$ cat config.mk
export PLATFORM = sky130hd
export DESIGN_NAME = sarc_top
export DESIGN_NICKNAME = d
export VERILOG_FILES = /design/src/verilog/sarc_pkg.sv /design/src/verilog/sarc_top.sv
export SDC_FILE = /design/constraint.sdc
export NUM_CORES = 1
export LEC_CHECK = 0
export BUFFER_PORTS_ARGS = -buffer_cell sky130_fd_sc_hd__buf_2
export CAP_MARGIN = 20
export CORE_MARGIN = 4
export CORE_UTILIZATION = 45
export CTS_CLUSTER_DIAMETER = 200
export CTS_CLUSTER_SIZE = 16
export DETAILED_ROUTE_END_ITERATION = 16
export PLACE_DENSITY = 0.79
export SYNTH_ARGS = -nofsm -noshare
export SYNTH_HDL_FRONTEND = slang
export SYNTH_SLANG_ARGS = --single-unit
$ cat constraint.sdc
create_clock -name aclk -period 3.39 [get_ports aclk]
set_input_delay 0.678 -clock aclk [delete_from_list [all_inputs] [get_ports aclk]]
set_output_delay 0.678 -clock aclk [all_outputs]
set_load 0.05 [all_outputs]
$ cat src/verilog/sarc_pkg.sv
// Register map, field layout and timing constants of the converter control
package sarc_pkg;
	localparam int          SARC_ADDR_W       = 8;
	// Register indexes; byte address is four times the index
	localparam logic [5:0]  SARC_IDX_CTRL1    = 6'h0E;
	localparam logic [5:0]  SARC_IDX_CTRL2    = 6'h0F;
	localparam logic [5:0]  SARC_IDX_RESULT   = 6'h20;
	localparam logic [5:0]  SARC_IDX_STATUS   = 6'h21;
	localparam logic [7:0]  SARC_ADDR_CTRL1   = {SARC_IDX_CTRL1, 2'b00};
	localparam logic [7:0]  SARC_ADDR_CTRL2   = {SARC_IDX_CTRL2, 2'b00};
	localparam logic [7:0]  SARC_ADDR_RESULT  = {SARC_IDX_RESULT, 2'b00};
	localparam logic [7:0]  SARC_ADDR_STATUS  = {SARC_IDX_STATUS, 2'b00};
	// Control one fields
	localparam int          SARC_START_BIT    = 7;
	localparam int          SARC_AIN_DIS_BIT  = 4;
	localparam int          SARC_CHAN_LSB     = 0;
	localparam int          SARC_CHAN_W       = 4;
	localparam logic [7:0]  SARC_CTRL1_RESET  = 8'h10;
	localparam logic [7:0]  SARC_CTRL1_MASK   = 8'h7F;
	localparam logic [3:0]  SARC_CHAN_FIRST   = 4'h2;
	localparam logic [3:0]  SARC_CHAN_LAST    = 4'h5;
	// Control two fields
	localparam int          SARC_LADDER_BIT   = 5;
	localparam int          SARC_TIME_LSB     = 1;
	localparam int          SARC_TIME_W       = 3;
	localparam logic [7:0]  SARC_CTRL2_RESET  = 8'h00;
	localparam logic [7:0]  SARC_CTRL2_MASK   = 8'h3F;
	localparam logic [2:0]  SARC_TIME_78      = 3'h2;
	localparam logic [2:0]  SARC_TIME_156     = 3'h3;
	localparam logic [2:0]  SARC_TIME_312     = 3'h4;
	// Status fields
	localparam int          SARC_EOC_BIT      = 5;
	localparam int          SARC_BUSY_BIT     = 4;
	localparam logic [7:0]  SARC_RESULT_RESET = 8'h00;
	// Conversion times in fc periods; fc is aclk here
	localparam int          SARC_FC_PER_CLK   = 1;
	localparam int          SARC_T78_FC       = 78;
	localparam int          SARC_T156_FC      = 156;
	localparam int          SARC_T312_FC      = 312;
	localparam logic [8:0]  SARC_CYC_78       = 9'(SARC_T78_FC / SARC_FC_PER_CLK);
	localparam logic [8:0]  SARC_CYC_156      = 9'(SARC_T156_FC / SARC_FC_PER_CLK);
	localparam logic [8:0]  SARC_CYC_312      = 9'(SARC_T312_FC / SARC_FC_PER_CLK);
	localparam logic [1:0]  SARC_RESP_OKAY    = 2'h0;
	localparam logic [1:0]  SARC_RESP_SLVERR  = 2'h2;
	typedef enum logic {SARC_IDLE, SARC_CONV} sarc_state_e;
endpackage

$ cat src/verilog/sarc_top.sv
// SAR converter control and status registers behind an AXI4-Lite slave
// How it works
// [RULE_01] Writing start bit one begins conversion
// [RULE_02] Start bit self-clears, always reads zero
// [RULE_03] Software never restarts during running conversion
// [RULE_04] Input control bit one disables analog inputs
// [RULE_05] Channel field codes two to five valid
// [RULE_06] Software changes channel only while idle
// [RULE_07] Software writes bit5 one, bit6 zero
// [RULE_08] Reset leaves reserved channel code selected
// [RULE_09] Stop mode resets controls, blocks writes
// [RULE_10] Time field selects 78, 156, 312 periods
// [RULE_11] Software writes bit0 zero, bit4 one
// [RULE_12] Control two bits 7:6 undefined on read
// [RULE_13] Result register holds eight-bit value, read-only
// [RULE_14] Completion flag set only after conversion ends
// [RULE_15] Reading result clears completion flag
// [RULE_16] Software reads status before result
// [RULE_17] Busy high during conversion, cleared by stop
// [RULE_18] Status bits beside two flags meaningless
// [RULE_19] Completion writes result, flag, interrupt together
// [RULE_20] Restart clears flag, keeps old result
// [RULE_21] Stop aborts conversion, result indeterminate
// [RULE_22] Ladder bit keeps ladder always connected
// [RULE_23] Busy falls after selected period count
//
// The implementer's own choice: register access over AXI4-Lite.
`timescale 1ns/1ps
module sarc_top import sarc_pkg::*; (
	input  wire logic                   aclk,
	input  wire logic                   aresetn,
	input  wire logic [SARC_ADDR_W-1:0] s_axi_awaddr,
	input  wire logic [2:0]             s_axi_awprot,
	input  wire logic                   s_axi_awvalid,
	output logic                        s_axi_awready,
	input  wire logic [31:0]            s_axi_wdata,
	input  wire logic [3:0]             s_axi_wstrb,
	input  wire logic                   s_axi_wvalid,
	output logic                        s_axi_wready,
	output logic [1:0]                  s_axi_bresp,
	output logic                        s_axi_bvalid,
	input  wire logic                   s_axi_bready,
	input  wire logic [SARC_ADDR_W-1:0] s_axi_araddr,
	input  wire logic [2:0]             s_axi_arprot,
	input  wire logic                   s_axi_arvalid,
	output logic                        s_axi_arready,
	output logic [31:0]                 s_axi_rdata,
	output logic [1:0]                  s_axi_rresp,
	output logic                        s_axi_rvalid,
	input  wire logic                   s_axi_rready,
	input  wire logic                   stop_mode,
	input  wire logic [7:0]             sar_value,
	output logic [SARC_CHAN_W-1:0]      channel_select,
	output logic                        analog_input_disable,
	output logic                        ladder_connect,
	output logic                        conv_active,
	output logic                        conv_done_irq
);
	logic [7:0]       ctrl1_reg, ctrl1_next;
	logic [7:0]       ctrl2_reg, ctrl2_next;
	logic [7:0]       result_reg, result_next;
	logic             eoc_reg, eoc_next;
	logic             irq_reg, irq_next;
	logic [8:0]       cnt_reg, cnt_next;
	sarc_state_e      state_reg, state_next;
	logic             bvalid_reg, bvalid_next;
	logic [1:0]       bresp_reg, bresp_next;
	logic             rvalid_reg, rvalid_next;
	logic [1:0]       rresp_reg, rresp_next;
	logic [31:0]      rdata_reg, rdata_next;
	logic             wr_take, rd_take, wr_low, start_req, conv_end;
	logic [8:0]       conv_len;
	logic [SARC_TIME_W-1:0] time_code;

	// Both write channels taken together; one write under way at a time
	assign wr_take       = s_axi_awvalid && s_axi_wvalid && !bvalid_reg;
	assign s_axi_awready = wr_take;
	assign s_axi_wready  = wr_take;
	assign rd_take       = s_axi_arvalid && !rvalid_reg;
	assign s_axi_arready = !rvalid_reg;
	assign wr_low        = wr_take && s_axi_wstrb[0];
	assign s_axi_bvalid  = bvalid_reg;
	assign s_axi_bresp   = bresp_reg;
	assign s_axi_rvalid  = rvalid_reg;
	assign s_axi_rresp   = rresp_reg;
	assign s_axi_rdata   = rdata_reg;

	// [RULE_01] start on written one
	// Restart while busy is dropped, so only stop mode can cut a running conversion short
	assign start_req = wr_low && !stop_mode && (s_axi_awaddr == SARC_ADDR_CTRL1)
		&& s_axi_wdata[SARC_START_BIT] && (state_reg == SARC_IDLE);
	assign time_code = ctrl2_reg[SARC_TIME_LSB +: SARC_TIME_W];

	// [RULE_10] time code to cycles
	// Reserved codes fall back to the longest time
	always_comb begin
		unique case (time_code)
			SARC_TIME_78:  conv_len = SARC_CYC_78;
			SARC_TIME_156: conv_len = SARC_CYC_156;
			default:       conv_len = SARC_CYC_312;
		endcase
	end

	// [RULE_23] end after counted periods
	assign conv_end = (state_reg == SARC_CONV) && (cnt_reg == 9'h000) && !stop_mode;

	always_comb begin
		state_next = state_reg;
		cnt_next   = cnt_reg;
		if (stop_mode) begin
			// [RULE_21] stop aborts conversion
			state_next = SARC_IDLE;
			cnt_next   = 9'h000;
		end else if (start_req) begin
			state_next = SARC_CONV;
			cnt_next   = conv_len - 9'h001;
		end else if (conv_end) begin
			state_next = SARC_IDLE;
		end else if (state_reg == SARC_CONV) begin
			cnt_next = cnt_reg - 9'h001;
		end
	end

	always_comb begin
		ctrl1_next  = ctrl1_reg;
		ctrl2_next  = ctrl2_reg;
		result_next = result_reg;
		eoc_next    = eoc_reg;
		irq_next    = 1'b0;
		if (stop_mode) begin
			// [RULE_09] stop forces initial values
			ctrl1_next  = SARC_CTRL1_RESET;
			ctrl2_next  = SARC_CTRL2_RESET;
			// [RULE_21] result left cleared
			result_next = SARC_RESULT_RESET;
			eoc_next    = 1'b0;
		end else begin
			// [RULE_02] start bit never stored
			if (wr_low && s_axi_awaddr == SARC_ADDR_CTRL1)
				ctrl1_next = s_axi_wdata[7:0] & SARC_CTRL1_MASK;
			if (wr_low && s_axi_awaddr == SARC_ADDR_CTRL2)
				ctrl2_next = s_axi_wdata[7:0] & SARC_CTRL2_MASK;
			// [RULE_15] result read clears flag
			if (rd_take && s_axi_araddr == SARC_ADDR_RESULT)
				eoc_next = 1'b0;
			// [RULE_20] restart clears flag only
			if (start_req)
				eoc_next = 1'b0;
			// [RULE_19] result, flag, interrupt together
			// Set wins over a clearing read in the same cycle
			if (conv_end) begin
				result_next = sar_value;
				eoc_next    = 1'b1;
				irq_next    = 1'b1;
			end
		end
	end

	always_comb begin
		bvalid_next = bvalid_reg;
		bresp_next  = bresp_reg;
		rvalid_next = rvalid_reg;
		rresp_next  = rresp_reg;
		rdata_next  = rdata_reg;
		if (bvalid_reg && s_axi_bready)
			bvalid_next = 1'b0;
		if (wr_take) begin
			bvalid_next = 1'b1;
			bresp_next  = (s_axi_awaddr == SARC_ADDR_CTRL1 || s_axi_awaddr == SARC_ADDR_CTRL2
				|| s_axi_awaddr == SARC_ADDR_RESULT || s_axi_awaddr == SARC_ADDR_STATUS)
				? SARC_RESP_OKAY : SARC_RESP_SLVERR;
		end
		if (rvalid_reg && s_axi_rready)
			rvalid_next = 1'b0;
		if (rd_take) begin
			rvalid_next = 1'b1;
			rresp_next  = SARC_RESP_OKAY;
			rdata_next  = 32'h0000_0000;
			unique case (s_axi_araddr)
				SARC_ADDR_CTRL1:  rdata_next[7:0] = ctrl1_reg;
				// [RULE_12] bits 7:6 read zero
				SARC_ADDR_CTRL2:  rdata_next[7:0] = ctrl2_reg;
				// [RULE_13] read-only result
				SARC_ADDR_RESULT: rdata_next[7:0] = result_reg;
				// [RULE_14] [RULE_17] [RULE_18] two flags only
				SARC_ADDR_STATUS: begin
					rdata_next[SARC_EOC_BIT]  = eoc_reg;
					rdata_next[SARC_BUSY_BIT] = (state_reg == SARC_CONV);
				end
				default:          rresp_next = SARC_RESP_SLVERR;
			endcase
		end
	end

	always_ff @(posedge aclk) begin
		if (!aresetn) begin
			// [RULE_08] reserved channel after reset
			ctrl1_reg  <= SARC_CTRL1_RESET;
			ctrl2_reg  <= SARC_CTRL2_RESET;
			result_reg <= SARC_RESULT_RESET;
			eoc_reg    <= 1'b0;
			irq_reg    <= 1'b0;
			cnt_reg    <= 9'h000;
			state_reg  <= SARC_IDLE;
			bvalid_reg <= 1'b0;
			bresp_reg  <= SARC_RESP_OKAY;
			rvalid_reg <= 1'b0;
			rresp_reg  <= SARC_RESP_OKAY;
			rdata_reg  <= 32'h0000_0000;
		end else begin
			ctrl1_reg  <= ctrl1_next;
			ctrl2_reg  <= ctrl2_next;
			result_reg <= result_next;
			eoc_reg    <= eoc_next;
			irq_reg    <= irq_next;
			cnt_reg    <= cnt_next;
			state_reg  <= state_next;
			bvalid_reg <= bvalid_next;
			bresp_reg  <= bresp_next;
			rvalid_reg <= rvalid_next;
			rresp_reg  <= rresp_next;
			rdata_reg  <= rdata_next;
		end
	end

	// [RULE_05] channel code to analog mux
	assign channel_select       = ctrl1_reg[SARC_CHAN_LSB +: SARC_CHAN_W];
	// [RULE_04] input disable to pads
	assign analog_input_disable = ctrl1_reg[SARC_AIN_DIS_BIT];
	// [RULE_22] ladder during conversion or always
	assign ladder_connect       = (state_reg == SARC_CONV) || ctrl2_reg[SARC_LADDER_BIT];
	assign conv_active          = (state_reg == SARC_CONV);
	assign conv_done_irq        = irq_reg;
endmodule
==> impl_metrics.tcl, run 1 <==
set metrics [dict create \
    status "finished, final reports clean" \
    required_ns 3.60 \
    critical_path_class "in2reg" \
    p_sw_mw 0.313 \
    fill_cells 469 \
    first_pass_iters 4 \
    antenna_found_initial 0 \
    ys.flop_type "dfxtp_1" \
    crit_slowest_cell "or2_1" \
    synthArstFlopShare_pct 0 \
    multi_input_comb_area_sq_um 1270 \
    grt_overflow_total 0 \
    crit_chain "buf_2, and4b_2, nand4_2, or2_1, a21oi_1, ha_1, nand3_1, o31a_1, nor3_1, nor2_1" \
    fin_util_pct 53.0 \
    fmax_mhz 397 \
    grt_use_total_pct 17.0 \
    insertedDiodeCount 0 \
    path_max_fanout 9 \
    holdBufCountCts 0 \
    synth_cell_types 54 \
    hold_class "reg2reg" \
    ant_nets 0 \
    rsz0062_at_grt "no" \
    ys_warn_count 0 \
    slowest_delay_ns 0.38 \
    post-cts-setup-buffer-count 0 \
    clock_latency_ns 0.31 \
    totalWireLength_um 5360 \
    cts.htree.levels 2 \
    worstMarginPinSlew_ns 1.04 \
    ys_ff_latch 45 \
    worst_hold_slack_ns 0.485 \
    cts_tree "built" \
    cts_buffer_depth 2 \
    seq_area_sq_um 901 \
    hold_viol 0 \
    drive_gt1_share_pct 27.9 \
    clk_pin_slew_worst_paths_ns 0.09 \
    power_density_nw_per_um2 410 \
    crit_family "simple AND/OR/NAND/NOR gates" \
    pwr-share-clk_pct 38.3 \
    finalNetCount 389 \
    io_buffer_count 63 \
    maxCapViolations 0 \
    final_common_cell "buf_2" \
    seqPwrFrac_pct 47.7 \
    cts.repair.resized 0 \
    setup_tns_ns 0 \
    seq_area_frac_synth_pct 37.6 \
    rows 26 \
    fin_crit_ns 2.52 \
    p_comb_share_pct 14.0 \
    maxSlewHeadroom_pct 30.7 \
    cts_sinks 45 \
    drt_iter0_markers 121 \
    netlist_area_sq_um 2390 \
    cts_root_buffer "clkbuf_8" \
    grt_pass1_wl_um 8600 \
    areaGrowthSynthToFinish_pct 13.9 \
    period_share_pct 74.2 \
    numCtsBuffers 5 \
    syn_inst 259 \
    post_dp_cell_area_sq_um 2610 \
    skew_ns 0.00955 \
    drv_slew 0 \
    power_mw 1.12 \
    globalplace.congestion 0.852 \
    route.detailed.drc 0 \
    vias_per_cell 5.00 \
    switching_share_pct 28.0 \
    core_area_sq_um 5140 \
    setup.worst_path.end_class "flip-flop" \
    wl_per_cell_um 13.9 \
    ir_worst_vdd_uv 273 \
    grt_pass1_vias 1895 \
    setup_viol 0 \
    dr_total_vias 1925 \
    die_w_um 80.9 \
    largest_reg_flops 9 \
    stdcell_area_sq_um 2730 \
    startpoint_type "primary input" \
    arrival_ns 2.72 \
    synth_edf_count 0 \
    final_cell_mix "63 x buf_2, 45 x dfxtp_1, 31 x nor2_1" \
    die-area_sq_um 6550 \
    dpl.hpwl_um 4070 \
    leakagePower_nw 1.29 \
    internal_power_mw 0.805 \
    critPathBufInv 1 \
    syn_avg_cell_area_sq_um 9.24 \
    die_h_um 80.9 \
    start_util_pct 46.6 \
    grt_max_degree 28 \
    io_pins 123 \
]
-- metal layers --
layer,vias up,wire length [um],global-route usage [%]
li1,964,-,-
met1,890,2260,19.7
met2,65,2680,29.7
met3,6,350,4.10
met4,0,74,6.93
met5,-,0,0
-- through the flow --
| step | setup slack (ns) | std cells |
|---|---|---|
| after floorplan | 0.671 | 284 |
| after global placement | 0.583 | 377 |
| after detailed placement | 0.537 | 377 |
| after CTS | 0.864 | 385 |
| after global routing | 0.702 | 385 |
| final | 0.873 | 385 |
-- kinds of logic (layout without fill, tap and decap cells) --
group	count (synthesis)	in the layout	synth area share, %
AO/OA/AOI/OAI	42	42	12.2
buffers and inverters	45	76	13.1
AND/OR/NAND/NOR	95	95	23.9
adder cells (fa/ha/maj)	1	1	0.523
multiplexers	27	27	11.3
XOR/XNOR	3	3	1.10
other	1	26	0.157
flip-flops	45	45	37.6
-- worst paths after layout --
kind                        start    endpoint  slack (ns)  cells after the start
hold / removal            eoc_reg     eoc_reg        0.49                      2
hold reg to reg           eoc_reg     eoc_reg        0.49                      2
setup / recovery  s_axi_awaddr[7]  cnt_reg[6]        0.87                     10
setup reg to reg     s_axi_bvalid  cnt_reg[6]        1.01                      9
-- synthesized netlist by cell type (2+ instances only) --
cell type	number	area share, %
nor3_4	3	2.0
o22ai_1	2	0.52
mux2i_1	26	11
nand4_1	2	0.52
o211a_1	2	0.84
xnor2_1	3	1.1
nor3b_1	3	0.94
buf_4	32	10
buf_6	3	1.4
nand3_1	2	0.42
buf_2	2	0.42
o21ai_0	9	1.9
a21oi_1	6	1.3
nand2_1	14	2.2
a32o_1	4	1.7
inv_1	2	0.31
and2_1	3	0.78
o21a_1	2	0.63
clkbuf_1	5	0.78
a211oi_1	3	0.94
dfxtp_1	45	38
nand2b_1	4	1.0
nor3_1	5	1.0
a22oi_1	8	2.5
nand4_2	2	1.0
nor2b_1	9	2.4
nor2_1	31	4.9
-- tightest hold or removal path: cells and delay by family (launching register included) --
kind	cells	cell delay, ns
flip-flops	1	0.33
AO/OA/AOI/OAI	1	0.06
AND/OR/NAND/NOR	1	0.06
-- power groups by stage --
stage	Clock [mW]	Sequential (mW)	Combinational, mW
2_1_floorplan	0	0.558	0.128
4_1_cts	0.434	0.534	0.156
5_1_grt	0.457	0.534	0.166
3_3_place_gp	0	0.546	0.154
6_report	0.428	0.534	0.156
3_5_place_dp	0	0.546	0.156
-- layout make-up --
type	count	share of cell area, %
multi-input cells	194	46.7
flip-flops and latches	45	33.0
repair buffers	66	12.4
clock inverters	2	1.38
clock buffers	6	3.03
well taps	70	3.21
inverters	2	0.275
Note: power is estimated with default switching activity, not from simulation.
==> run 2: changes to the inputs <==
==> constraint.sdc (replaced) <==
create_clock -name aclk -period 2.5 [get_ports aclk]
set_input_delay 0.5 -clock aclk [delete_from_list [all_inputs] [get_ports aclk]]
set_output_delay 0.5 -clock aclk [all_outputs]
set_load 0.05 [all_outputs]
==> run 2 against run 1 <==
- sequential share of layout area fell by 0.20 points
- total power rose by 24%
- setup slack got worse by 0.60 ns
- highest routed layer unchanged
==> impl_metrics.tcl, run 2 (synthesized netlist as in run 1, its figures left out) <==
set metrics [dict create \
    clk_pin_slew_worst_paths_ns 0.08 \
    wl_per_cell_um 13.3 \
    dr_total_vias 1990 \
    routed.top_layer "met4" \
    die_h_um 80.9 \
    stdcell_count 390 \
    final_cell_mix "63 x buf_2, 44 x dfxtp_1, 31 x nor2_1" \
    critical_path_depth 10 \
    leakagePower_nw 1.30 \
    timing.rr.start "s_axi_bvalid" \
    switching_share_pct 28.8 \
    p_sw_mw 0.399 \
    skew_ns 0.00575 \
    cts_root_buffer "clkbuf_8" \
    period_share_pct 89.2 \
    io_buffer_count 63 \
    status "finished, final reports clean" \
    dp.cells 383 \
    drt_iter0_markers 163 \
    path_max_fanout 5 \
    crit_chain "buf_2, and4b_2, nand4_2, or2_1, a21oi_1, ha_2, nand3_2, o31a_1, nor3_1, nor2_1" \
    worstMarginPinSlew_ns 0.755 \
    areaGrowthSynthToFinish_pct 14.7 \
    grt_use_total_pct 16.5 \
    post-cts-setup-buffer-count 0 \
    fin_ws_ns 0.270 \
    critPathCapture "cnt_reg[6]" \
    route.detailed.drc 0 \
    grt_pass1_wl_um 8290 \
    cts_sinks 45 \
    drive_gt1_share_pct 29.7 \
    cts_tree "built" \
    grt_max_degree 20 \
    setup.worst_path.end_class "flip-flop" \
    critical_path_class "in2reg" \
    drv_slew 0 \
    totalWireLength_um 5180 \
    maxCapViolations 0 \
    holdBufCountCts 0 \
    crit_slowest_cell "or2_1" \
    required_ns 2.69 \
    die_w_um 80.9 \
    fin_crit_ns 2.23 \
    insertedDiodeCount 0 \
    largest_reg_flops 9 \
    whs_path_depth 3 \
    pwr-share-clk_pct 32.4 \
    seq_area_sq_um 902 \
    numCtsBuffers 5 \
    dr_wl_met3_um 432 \
    power_mw 1.39 \
    fill_cells 482 \
    setup_viol 0 \
    globalplace.congestion 0.833 \
    finalNetCount 395 \
    crit_family "simple AND/OR/NAND/NOR gates" \
    reg2reg_to "cnt_reg[6]" \
    arrival_ns 2.42 \
    die-area_sq_um 6550 \
    slowest_delay_ns 0.32 \
    dpl.hpwl_um 3980 \
    hold_viol 0 \
    ir_worst_vdd_uv 365 \
    ant_nets 0 \
    power_density_nw_per_um2 505 \
    drt-met1-wl_um 2200 \
    fmax_mhz 448 \
    rows 26 \
    pre_cts_ws_ns -0.0468 \
    wl_met2_um 2480 \
    cts_buffer_depth 2 \
    cts.repair.resized 0 \
    r2r_slack_ns 0.32 \
    io_pins 123 \
    internal_power_mw 0.989 \
    seqPwrFrac_pct 52.2 \
    rsz0062_at_grt "no" \
    vias_per_cell 5.10 \
    fin_util_pct 53.4 \
    crit_path_start "s_axi_awaddr[7]" \
    grt_pass1_vias 1766 \
    p_comb_share_pct 15.5 \
    antenna_found_initial 0 \
    core_area_sq_um 5140 \
    clock_latency_ns 0.29 \
    startpoint_type "primary input" \
    multi_input_comb_area_sq_um 1280 \
    grt_overflow_total 0 \
    critPathBufInv 1 \
    hold_class "in2reg" \
    start_util_pct 46.6 \
    first_pass_iters 4 \
    reg2reg_depth 9 \
    maxSlewHeadroom_pct 49.7 \
    cts.htree.levels 2 \
    final_common_cell "buf_2" \
]
-- run 2: power by group through the flow --
| stage | clock network, mW | registers, mW | logic [mW] |
|---|---|---|---|
| floorplan | 0 | 0.757 | 0.174 |
| global placement | 0 | 0.741 | 0.212 |
| detailed placement | 0 | 0.741 | 0.214 |
| CTS | 0.462 | 0.724 | 0.214 |
| global route | 0.492 | 0.725 | 0.229 |
| finish | 0.449 | 0.724 | 0.215 |
-- run 2: layer usage --
layer  vias up  track usage (%)
met3         8             5.32
li1        976                -
met5         -                0
met1       928             20.4
met2        78             26.5
met4         0             6.59
-- run 2: worst reg2reg max path: stages, from the launching register on --
cell	delay [ns]
dfxtp_2	0.33
and3b_1	0.24
nand4_2	0.09
or2_1	0.32
a21oi_1	0.21
ha_2	0.23
nand3_2	0.13
o31a_1	0.30
nor3_1	0.17
nor2_1	0.06
-- run 2: metrics by stage --
step                      TNS, ns  hold slack, ns  instance area, sq um
final                           0           0.433                  2750
after global routing            0           0.428                  2750
after CTS                       0           0.426                  2750
after detailed placement  -0.0468           0.460                  2660
after global placement          0           0.458                  2660
after floorplan                 0           0.445                  2500
-- run 2: area by class of cell --
cell class | count | share of cell area, %
well taps | 70 | 3.19
repair buffers | 72 | 13.9
clock buffers | 7 | 3.14
multi-input cells | 194 | 46.6
flip-flops and latches | 45 | 32.8
inverters | 2 | 0.273
-- run 2: worst min-delay path by stage --
stage	from	to	slack, ns
6_report	sar_value[7]	result_reg[7]	0.43
5_1_grt	sar_value[7]	result_reg[7]	0.43
4_1_cts	sar_value[6]	result_reg[6]	0.43
3_5_place_dp	eoc_reg	eoc_reg	0.46
3_3_place_gp	eoc_reg	eoc_reg	0.46
2_1_floorplan	eoc_reg	eoc_reg	0.45
